$ cat config.mk
export PLATFORM = sky130hd
export DESIGN_NAME = power_monitor_result_alert_regs
export DESIGN_NICKNAME = d
export VERILOG_FILES = /design/src/logic/pmon_pkg.sv /design/src/logic/power_monitor_result_alert_regs.sv
export VERILOG_INCLUDE_DIRS = /design/src /design/src/logic
export SDC_FILE = /design/constraint.sdc
export NUM_CORES = 2
export LEC_CHECK = 0
export BUFFER_PORTS_ARGS = -buffer_cell sky130_fd_sc_hd__buf_2
export CAP_MARGIN = 20
export CORE_MARGIN = 2
export CORE_UTILIZATION = 35
export CTS_CLUSTER_DIAMETER = 50
export DETAILED_ROUTE_END_ITERATION = 10
export GPL_TIMING_DRIVEN = 0
export PLACE_DENSITY = 0.58
export SKIP_CTS_REPAIR_TIMING = 1
export SYNTH_ARGS = -nofsm -noshare
export SYNTH_HDL_FRONTEND = slang
export SYNTH_SLANG_ARGS = --single-unit
$ cat constraint.sdc
create_clock -name mclk_i -period 33.9 [get_ports mclk_i]
set_input_delay 3.39 -clock mclk_i [delete_from_list [all_inputs] [get_ports mclk_i]]
set_output_delay 3.39 -clock mclk_i [all_outputs]
set_load 0.02 [all_outputs]
$ cat src/logic/pmon_regs.svh
`ifndef PMON_REGS_SVH
`define PMON_REGS_SVH

// register indexes; byte address is four times the index
`define PM_IDX_BUS 3'h2
`define PM_IDX_PWR 3'h3
`define PM_IDX_CUR 3'h4
`define PM_IDX_CAL 3'h5
`define PM_IDX_MASK 3'h6
`define PM_IDX_LIM 3'h7

// fields of alert_select_and_flags
`define PM_SHUNT_OVER 15
`define PM_SHUNT_UNDER 14
`define PM_BUS_OVER 13
`define PM_BUS_UNDER 12
`define PM_POWER_OVER 11
`define PM_READY_ALERT 10
`define PM_LIMIT_FLAG 4
`define PM_DONE_FLAG 3
`define PM_OVF_FLAG 2
`define PM_POLARITY 1
`define PM_LATCH 0

// writable bits of the mask register and of the calibration
`define PM_MASK_WMASK 16'hfc03
`define PM_CAL_WMASK 16'h7fff

// power-on value of every register in the bank
`define PM_RESET_VALUE 16'h0000

// current = shunt * cal >> shift; power = |current| * bus / div
// div 20000 makes one power count 25 current counts at 1.25 mV bus counts
`define PM_CUR_SHIFT 11
`define PM_POWER_DIV 32'd20000

`endif

$ cat src/logic/pmon_pkg.sv
package pmon_pkg;

   typedef enum logic [1:0] {
      ST_IDLE = 2'b00,
      ST_CUR = 2'b01,
      ST_PWR = 2'b10,
      ST_CMP = 2'b11
   } calc_state_e;

   typedef logic [15:0] word_t;

endpackage

$ cat src/logic/power_monitor_result_alert_regs.sv
// Behaviour
// - bus result holds latest averaged bus level
// - bus result top bit always zero
// - power is current times bus, scaled
// - power count weighs 25 current counts
// - results update only from finished averages
// - current is shunt times calibration, signed
// - calibration read/write, low fifteen bits only
// - only highest set compare enable acts
// - shunt above limit raises alert
// - shunt below limit raises alert
// - bus above limit raises alert
// - bus below limit raises alert
// - power above limit raises alert
// - ready flag also drives alert when enabled
// - limit flag latches or follows per mode
// - ready flag sets after full calculation
// - ready clears on non-power-down config write, mask read
// - overflow flag tracks current and power steps of latest calculation
// - polarity bit picks active-low or active-high
// - latch bit holds alert until mask read
// - limit register host read/write, sixteen bits
`timescale 1ns/100ps
`include "pmon_regs.svh"

module power_monitor_result_alert_regs (
   input wire logic mclk_i, // 25 MHz clock
   input wire logic reset_i, // async reset, active high
   input wire logic [4:0] address_i, // avalon byte address
   input wire logic read_i, // avalon read
   input wire logic write_i, // avalon write
   input wire logic [31:0] writedata_i, // avalon write data
   input wire logic [3:0] byteenable_i, // avalon byte enables
   output logic [31:0] readdata_o, // avalon read data
   output logic waitrequest_o, // avalon wait request
   input wire logic sample_valid_i, // pulse: averaged samples ready
   input wire logic [15:0] shunt_sample_i, // averaged shunt level, signed
   input wire logic [15:0] bus_sample_i, // averaged bus level, unsigned
   input wire logic config_write_i, // pulse: configuration written
   input wire logic config_powerdown_i, // that write selects power-down
   output logic alert_o, // alert pin output value
   output logic alert_oe_o // alert pin drive enable
);

   pmon_pkg::calc_state_e state;
   pmon_pkg::word_t shunt_level;
   pmon_pkg::word_t bus_level;
   pmon_pkg::word_t power_result;
   pmon_pkg::word_t current_result;
   pmon_pkg::word_t scaling_calibration;
   pmon_pkg::word_t alert_threshold;
   logic [5:0] alert_enables;
   logic alert_polarity_select;
   logic alert_latch_select;
   logic limit_alert_flag;
   logic conversion_done_flag;
   logic math_overflow_flag;
   logic limit_fault;
   logic cur_ovf;
   logic signed [31:0] cur_product;
   logic signed [31:0] cur_scaled;
   logic [15:0] cur_mag;
   logic [31:0] pwr_product;
   logic [31:0] pwr_scaled;
   logic [15:0] next_current;
   logic [15:0] rd_value;
   logic sel_cal;
   logic sel_lim;
   logic sel_mask;
   logic rd_load;
   logic calc_capture;
   logic calc_cur;
   logic calc_pwr;
   logic calc_cmp;
   logic cur_too_high;
   logic cur_too_low;
   logic shunt_above;
   logic shunt_below;
   logic bus_above;
   logic bus_below;
   logic power_above;
   logic pwr_ovf;
   logic [15:0] bus_mag;
   logic [15:0] mask_word;
   logic next_waitrequest;
   logic next_limit_flag;
   logic next_done_flag;
   logic next_alert_active;
   logic wr_go;
   logic rd_go;
   logic [15:0] wr_mask;
   logic mask_read;

   // byte enables narrowed to the 16-bit register lanes
   function automatic logic [15:0] lane_mask(input logic [3:0] be);
      lane_mask = {{8{be[1]}}, {8{be[0]}}};
   endfunction

   function automatic logic [15:0] merge(input logic [15:0] old_v, input logic [15:0] new_v,
                                         input logic [15:0] lanes, input logic [15:0] wmask);
      merge = (old_v & ~(lanes & wmask)) | (new_v & lanes & wmask);
   endfunction

   // word index decode, shared by writes and the flag clear
   function automatic logic reg_hit(input logic [4:0] addr, input logic [2:0] idx);
      reg_hit = (addr[4:2] == idx);
   endfunction

   // a transfer takes effect only at the edge where waitrequest is low
   assign wr_go = write_i & ~waitrequest_o;
   assign rd_go = read_i & ~waitrequest_o;
   assign rd_load = read_i & waitrequest_o;
   assign wr_mask = lane_mask(byteenable_i);
   assign sel_cal = reg_hit(address_i, `PM_IDX_CAL);
   assign sel_lim = reg_hit(address_i, `PM_IDX_LIM);
   assign sel_mask = reg_hit(address_i, `PM_IDX_MASK);
   assign mask_read = rd_go & sel_mask;

   // sequencer phase decodes
   assign calc_capture = (state == pmon_pkg::ST_IDLE) & sample_valid_i;
   assign calc_cur = (state == pmon_pkg::ST_CUR);
   assign calc_pwr = (state == pmon_pkg::ST_PWR);
   assign calc_cmp = (state == pmon_pkg::ST_CMP);

   // one wait cycle keeps the read mux off the critical path
   assign next_waitrequest = ~((read_i | write_i) & waitrequest_o);

   // bus slave: one wait cycle, then the answer for a single cycle
   always_ff @(posedge mclk_i or posedge reset_i) begin
      if (reset_i) begin
         waitrequest_o <= 1'b1;
      end else begin
         waitrequest_o <= next_waitrequest;
      end
   end

   // reserved bits 9:5 read as zero
   assign mask_word = {alert_enables, 5'h00, limit_alert_flag, conversion_done_flag,
                       math_overflow_flag, alert_polarity_select, alert_latch_select};

   always_comb begin
      rd_value = `PM_RESET_VALUE;
      case (address_i[4:2])
         `PM_IDX_BUS: rd_value = bus_level;
         `PM_IDX_PWR: rd_value = power_result;
         `PM_IDX_CUR: rd_value = current_result;
         `PM_IDX_CAL: rd_value = scaling_calibration;
         `PM_IDX_MASK: rd_value = mask_word;
         `PM_IDX_LIM: rd_value = alert_threshold;
         default: rd_value = `PM_RESET_VALUE;
      endcase
   end

   // read data loaded as waitrequest drops; unmapped reads return zero
   always_ff @(posedge mclk_i or posedge reset_i) begin
      if (reset_i) begin
         readdata_o <= 32'h0000_0000;
      end else if (rd_load) begin
         readdata_o <= {16'h0000, rd_value};
      end
   end

   always_ff @(posedge mclk_i or posedge reset_i) begin
      if (reset_i) begin
         scaling_calibration <= `PM_RESET_VALUE;
      end else if (wr_go && sel_cal) begin
         scaling_calibration <= merge(scaling_calibration, writedata_i[15:0], wr_mask, `PM_CAL_WMASK);
      end
   end

   always_ff @(posedge mclk_i or posedge reset_i) begin
      if (reset_i) begin
         alert_threshold <= `PM_RESET_VALUE;
      end else if (wr_go && sel_lim) begin
         alert_threshold <= merge(alert_threshold, writedata_i[15:0], wr_mask, 16'hffff);
      end
   end

   // alert enables, five compares and the ready alert, live in the upper byte lane
   always_ff @(posedge mclk_i or posedge reset_i) begin
      if (reset_i) begin
         alert_enables <= 6'h00;
      end else if (wr_go && sel_mask && byteenable_i[1]) begin
         alert_enables <= writedata_i[15:10];
      end
   end

   // pin mode bits; flag bits 4:2 belong to hardware and ignore writes
   always_ff @(posedge mclk_i or posedge reset_i) begin
      if (reset_i) begin
         alert_polarity_select <= 1'b0;
         alert_latch_select <= 1'b0;
      end else if (wr_go && sel_mask && byteenable_i[0]) begin
         alert_polarity_select <= writedata_i[`PM_POLARITY];
         alert_latch_select <= writedata_i[`PM_LATCH];
      end
   end

   // arithmetic: shunt * cal, arithmetic shift keeps the sign
   // signed current
   assign cur_product = $signed(shunt_level) * $signed({1'b0, scaling_calibration[14:0]});
   assign cur_scaled = cur_product >>> `PM_CUR_SHIFT;
   // saturation limits of a signed sixteen-bit result
   assign cur_too_high = cur_scaled > 32'sd32767;
   assign cur_too_low = cur_scaled < -32'sd32768;
   assign cur_ovf = cur_too_high | cur_too_low;
   // saturate rather than wrap, so a suspect value keeps its sign
   assign next_current = cur_ovf ? (cur_scaled[31] ? 16'h8000 : 16'h7fff) : cur_scaled[15:0];
   assign cur_mag = current_result[15] ? 16'(-current_result) : current_result;
   assign bus_mag = {1'b0, bus_level[14:0]};
   assign pwr_product = {16'h0000, cur_mag} * {16'h0000, bus_mag};
   assign pwr_scaled = pwr_product / `PM_POWER_DIV;
   // power only overflows when the quotient needs more than sixteen bits
   assign pwr_ovf = (pwr_scaled[31:16] != 16'h0000);

   // calculation sequence: capture, current, power, compare
   always_ff @(posedge mclk_i or posedge reset_i) begin
      if (reset_i) begin
         state <= pmon_pkg::ST_IDLE;
      end else begin
         case (state)
            pmon_pkg::ST_IDLE: begin
               // a strobe while busy is dropped, so results stay consistent
               if (sample_valid_i) begin
                  state <= pmon_pkg::ST_CUR;
               end
            end
            pmon_pkg::ST_CUR: state <= pmon_pkg::ST_PWR;
            pmon_pkg::ST_PWR: state <= pmon_pkg::ST_CMP;
            pmon_pkg::ST_CMP: state <= pmon_pkg::ST_IDLE;
            default: state <= pmon_pkg::ST_IDLE;
         endcase
      end
   end

   always_ff @(posedge mclk_i or posedge reset_i) begin
      if (reset_i) begin
         shunt_level <= `PM_RESET_VALUE;
         bus_level <= `PM_RESET_VALUE;
      end else if (calc_capture) begin
         shunt_level <= shunt_sample_i;
         bus_level <= {1'b0, bus_sample_i[14:0]};
      end
   end

   always_ff @(posedge mclk_i or posedge reset_i) begin
      if (reset_i) begin
         current_result <= `PM_RESET_VALUE;
      end else if (calc_cur) begin
         current_result <= next_current;
      end
   end

   always_ff @(posedge mclk_i or posedge reset_i) begin
      if (reset_i) begin
         power_result <= `PM_RESET_VALUE;
      end else if (calc_pwr) begin
         power_result <= pwr_scaled[15:0];
      end
   end

   always_ff @(posedge mclk_i or posedge reset_i) begin
      if (reset_i) begin
         math_overflow_flag <= 1'b0;
      end else if (calc_cur) begin
         // cleared by a current step that does not overflow
         math_overflow_flag <= cur_ovf;
      end else if (calc_pwr && pwr_ovf) begin
         math_overflow_flag <= 1'b1;
      end
   end

   assign shunt_above = $signed(shunt_level) > $signed(alert_threshold);
   assign shunt_below = $signed(shunt_level) < $signed(alert_threshold);
   assign bus_above = bus_level > alert_threshold;
   assign bus_below = bus_level < alert_threshold;
   assign power_above = power_result > alert_threshold;

   // limit compare, highest set enable wins
   // priority select
   always_comb begin
      limit_fault = 1'b0;
      if (alert_enables[5]) begin
         limit_fault = shunt_above;
      end else if (alert_enables[4]) begin
         limit_fault = shunt_below;
      end else if (alert_enables[3]) begin
         limit_fault = bus_above;
      end else if (alert_enables[2]) begin
         limit_fault = bus_below;
      end else if (alert_enables[1]) begin
         limit_fault = power_above;
      end
   end

   always_comb begin
      next_limit_flag = limit_alert_flag;
      // a fault found in the read cycle wins over the clear
      if (calc_cmp && (limit_fault || !alert_latch_select)) begin
         next_limit_flag = limit_fault;
      end else if (alert_latch_select && mask_read) begin
         next_limit_flag = 1'b0;
      end
   end

   always_ff @(posedge mclk_i or posedge reset_i) begin
      if (reset_i) begin
         limit_alert_flag <= 1'b0;
      end else begin
         limit_alert_flag <= next_limit_flag;
      end
   end

   // clear on non-power-down config write or mask read
   always_comb begin
      next_done_flag = conversion_done_flag;
      // set wins over a clear in the same cycle, so no completion is lost
      if (calc_cmp) begin
         next_done_flag = 1'b1;
      end else if (mask_read || (config_write_i && !config_powerdown_i)) begin
         next_done_flag = 1'b0;
      end
   end

   always_ff @(posedge mclk_i or posedge reset_i) begin
      if (reset_i) begin
         conversion_done_flag <= 1'b0;
      end else begin
         conversion_done_flag <= next_done_flag;
      end
   end

   assign next_alert_active = limit_alert_flag | (alert_enables[0] & conversion_done_flag);

   // open drain: pin value stays low, only the enable moves
   // polarity select
   always_ff @(posedge mclk_i or posedge reset_i) begin
      if (reset_i) begin
         alert_o <= 1'b0;
         alert_oe_o <= 1'b0;
      end else begin
         alert_o <= 1'b0;
         alert_oe_o <= next_alert_active ^ alert_polarity_select;
      end
   end

endmodule // power_monitor_result_alert_regs

# Yosys cells after proc, flatten, opt, wreduce, memory -nomap -nowiden
# Cells that the tools add are included.
[op_classes]
add_sub_neg = 1
n_mul = 2
div = 1
magnitude_cmp = 7
n_eq_ne = 10
mux = 17
n_bitwise = 20
n_reduce_logical = 18
[ops]
columns = ["operator", "count"]
rows = [
  ["case mux 16 bit (6 select lines)", 1],
  ["AND 16 bit", 3],
  ["2-to-1 mux 16 bit", 3],
  ["divider 32 x 15 -> 32 bit (second input constant)", 1],
  ["> comparator 16 bit", 2],
  ["multiplier 16 x 16 -> 32 bit", 1],
  ["multiplier 16 x 15 -> 31 bit", 1],
  ["> comparator 21 x 16 -> 1 bit (second input constant)", 1],
  ["< comparator 21 x 16 -> 1 bit (second input constant)", 1],
  ["> comparator 15 x 16 -> 1 bit", 1],
  ["< comparator 15 x 16 -> 1 bit", 1],
  ["< comparator 16 bit", 1],
  ["negator 16 bit", 1],
  ["inverter 15 -> 16 bit", 1],
  ["inverter 16 bit", 1],
  ["bitwise OR 16 x 15 -> 16 bit", 1],
  ["bitwise OR 16 bit", 1],
  ["nonzero test 16 bit", 1],
  ["equality test 3 bit (second input constant)", 4],
  ["2-to-1 mux 1 bit", 11],
  ["logical AND 1 bit", 9],
  ["case mux 2 bit (4 select lines)", 1],
  ["AND 1 bit", 7],
  ["equality test 3 x 2 -> 1 bit (second input constant)", 2],
  ["11 further kinds", 19],
]
[totals]
reg_bits = 126
output_inout_bits = 35

# Longest topological paths before layout
[depth]
depth_word = 9
ltp_mapped = 93
depth_no_buf = 82

# Worst setup path before layout
# No wires, ideal clock.
[synth_path]
path_type = "reg2reg"
start = "register current_result[0]"
end = "register power_result[0]"
setup_time_ns = 0.126
arrival_ns = 20.537
slack_ns = 13.237
path_stages_with_launch = 87
path_buffers = 6
cell_sequence = "dfrtp_1 clkbuf_1 clkbuf_1 inv_1 ha_1 nand2_1 o21ai_0 nand2_1 xor2_1 clkbuf_1 and2_1 fa_1 inv_1 fa_1 inv_1 fa_1 fa_1 fa_1 (+51 left out) xnor2_1 nor3_2 a31o_2 xnor2_1 nor3_2 o311ai_4 a21oi_2 o21ai_1 xor2_1 mux2_4 or2_1 a21oi_2 xor2_1 o311a_1 a311oi_1 o21ai_1 mux2i_1 a221o_1"
[synth_between]
elab_chain_cells = 4
[synth_rtl]
columns = ["element", "line", "source"]
rows = [
  ["start, declared", "power_monitor_result_alert_regs.sv:49", "pmon_pkg::word_t current_result;"],
  ["start signal, assigned", "power_monitor_result_alert_regs.sv:248", "current_result <= `PM_RESET_VALUE;"],
  ["start signal, assigned", "power_monitor_result_alert_regs.sv:250", "current_result <= next_current;"],
  ["negator 16 bit", "power_monitor_result_alert_regs.sv:209", "assign cur_mag = current_result[15] ? 16'(-current_result) : current_result;"],
  ["2-to-1 mux 16 bit *", "power_monitor_result_alert_regs.sv:209", ""],
  ["multiplier 16 x 15 -> 31 bit *", "power_monitor_result_alert_regs.sv:211", "assign pwr_product = {16'h0000, cur_mag} * {16'h0000, bus_mag};"],
  ["divider 32 x 15 -> 32 bit (no line) *", "-", ""],
  ["end signal, assigned", "power_monitor_result_alert_regs.sv:256", "power_result <= `PM_RESET_VALUE;"],
  ["end signal, assigned", "power_monitor_result_alert_regs.sv:258", "power_result <= pwr_scaled[15:0];"],
  ["end, declared", "power_monitor_result_alert_regs.sv:48", "pmon_pkg::word_t power_result;"],
]
# Every way passes the cells marked *; elsewhere a longest branch is shown, timed or not.
# A chain may end at the register's enable or synchronous reset.

# Worst setup path in the final report
# Ends and elaborated chain as after synthesis.

==> metrics <==
Hold Path Stages 2; CTS tree yes; hold path endpoint readdata_o[9]; post-route minimum period 25.55 ns; Die W 300 um; Routed Antenna Nets 0; CP Max Fanout 10; First-pass DRT Iterations 6; height of the die 300 um; most frequent cells in the layout inv_1, fa_1, nand2_1; area grow syn2layout 8.27%; Compound-Gate Fraction of Synth Area 16.0%; Fin Setup TNS 0 ns; DR WL/cell 19.0 um; CP required 34.23 ns; commonest non-fill, non-tap cell in the layout inv_1; final setup skew 0.0108 ns; HPWL after DPL 74900 um; first-pass GRT wire length 145000 um; Post-synth ARST share 100%; drc violations 0; HP Class reg -> reg; max_slew headroom 23.7%; io pins 115; CTS root buf clkbuf_16; Worst Hold Margin 0.485 ns; Setup Crit Path Kind reg -> reg; Total GRT Usage 20.5%; Post-Synth XOR/XNOR Area 4.33%; predominant post-synthesis flop cell dfrtp_1; Worst R2R Start current_result[0]; sequential fraction of the synthesis area 10.2%; Post-synth EDFFs 0; Syn. warnings 0; via count 25300; setup slack, reg-to-reg 8.35 ns; core region area 86600 sq um; final wirelength 90800 um; synthesized area per cell 8.75 sq um; Setup crit start kind flop; IO Port Bufs 74; synthesized cell area 30600 sq um; min-delay src readdata_o[9]; depth of the most critical reg-to-reg path 83; Simple-Gate Fraction of Synth Area 18.2%; 1st-iter DRT viols 1581; vias per inst 5.29; Final GP Congestion 0.901; mux contribution to synthesized area 4.99%; Crit. End Element flop; CP max stage delay 0.89 ns; pin count of the biggest net entering global routing 70; final net count 4337; fraction of layout cells with a size suffix above 1 10.6%; Worst R2R End power_result[0]; crit share post-route 75.4%; count of final hold-check violations 0; clk buf depth 2; vias in the first global route 25000; final setup violation count 0; number of H-tree levels 4; post-synthesis cell type count 135; f_max 39.1 MHz; Critical-path top delay cell xnor2_1; main combinational cell family by area after synthesis adder cells; initial antenna violation count 11; clock buffer count from CTS 17; Initial Util 35.3%; global route overflow 0; MaxCap Viol Count 0; Slew @ Worst Pin 1.14 ns; synthesized instance count 3494; FP Rows 108; #FFs+latches synth 125; clock slew at reported path FFs 0.07 ns; arrival time at the worst endpoint 25.87 ns; Slew Limit Fails 0; Post-Synth Adder-Cell Area 37.3%; status finished, final reports clean; CTS sink cnt 125; Total Die Area 89800 sq um; clk_lat worst skew 0.45 ns; RSZ-0062 raised after global routing no
[worst max path at each step]
stage	from	to	slack (ns)	depth (start not counted)
final	current_result[0]	power_result[0]	8.35	83
after detailed placement	current_result[0]	power_result[0]	8.79	83
after global placement	current_result[0]	power_result[0]	8.87	83
after global routing	current_result[0]	power_result[0]	6.66	84
after CTS	current_result[0]	power_result[0]	8.67	82
after floorplan	current_result[0]	power_result[0]	13.24	86
[cells in the mapped netlist, types with 8 or more instances]
library cell / count / area share [%]
inv_1: 547 / 6.7
fa_1: 425 / 28
nand2_1: 362 / 4.4
and2_1: 272 / 5.6
ha_1: 227 / 9.3
a21oi_1: 137 / 2.2
nor2_1: 135 / 1.7
dfrtp_1: 124 / 10
o21ai_0: 111 / 1.8
clkbuf_1: 102 / 1.3
xnor2_1: 90 / 2.6
mux2_2: 88 / 3.2
nand3_1: 62 / 1.0
nor3_1: 42 / 0.69
nor2b_1: 41 / 0.84
o21ai_1: 39 / 0.64
a21o_1: 38 / 0.93
xor2_1: 32 / 0.92
mux2i_1: 27 / 0.88
nand2b_1: 25 / 0.51
nand4_1: 25 / 0.51
a31oi_1: 24 / 0.49
buf_2: 22 / 0.36
buf_4: 21 / 0.52
and3_1: 20 / 0.41
o21a_1: 20 / 0.49
o211ai_1: 19 / 0.47
a221o_1: 18 / 0.59
a211oi_1: 17 / 0.42
a22oi_1: 17 / 0.42
o31ai_1: 17 / 0.42
or3_1: 16 / 0.33
o22ai_1: 13 / 0.27
a21oi_2: 11 / 0.31
xnor2_2: 11 / 0.58
o221ai_1: 10 / 0.29
or2_2: 10 / 0.20
a211o_1: 9 / 0.26
nor3_2: 9 / 0.29
a22o_1: 8 / 0.23
o31a_1: 8 / 0.23
or2_1: 8 / 0.16
[cells by family after synthesis]
family                   Yosys count
XOR/XNOR                         137
multiplexers                     131
other                              1
buffers and inverters            702
AND/OR/NAND/NOR                 1082
flip-flops                       125
adder cells (fa/ha/maj)          657
AO/OA/AOI/OAI                    659
[stage by stage]
stage | setup slack [ns] | instances | area, sq um | utilization (%)
after CTS | 8.67 | 4773 | 33100 | 38.2
after floorplan | 13.24 | 3510 | 30600 | -
after global placement | 8.87 | 4739 | 32500 | 37.5
after global routing | 6.66 | 4775 | 33100 | 38.2
final | 8.35 | 4776 | 33100 | 38.2
after detailed placement | 8.79 | 4741 | 32500 | 37.5
[worst max-delay path: cells and delay by family, from the launching register on]
| family | cells | cell delay [ns] |
|---|---|---|
| buffers and inverters | 11 | 2.49 |
| XOR/XNOR | 8 | 2.94 |
| AND/OR/NAND/NOR | 21 | 5.71 |
| multiplexers | 5 | 1.83 |
| AO/OA/AOI/OAI | 30 | 8.32 |
| adder cells (fa/ha/maj) | 8 | 3.78 |
| flip-flops | 1 | 0.32 |
[cell type report]
class                   count  area [sq um]
well taps                1155          1450
clock buffers              21           470
plain buffers             153           696
inverters                 549          2070
flip-flops and latches    125          3130
repair buffers             76           405
clock inverters            11           129
fillers                  8883         53500
multi-input cells        2683         24800
diodes                      3          7.51
[per-layer routing]
layer,GRT usage [%],part of all wire [%],up-vias
li1,-,-,11800
met1,29.4,47,12700
met2,32.7,46,692
met3,3.20,5.8,103
met4,4.11,1.9,4
met5,0,0.026,-
Power is left out: the tool's default activity adds up to more than one toggle a clock period on the data nets, which glitch-free logic cannot reach.
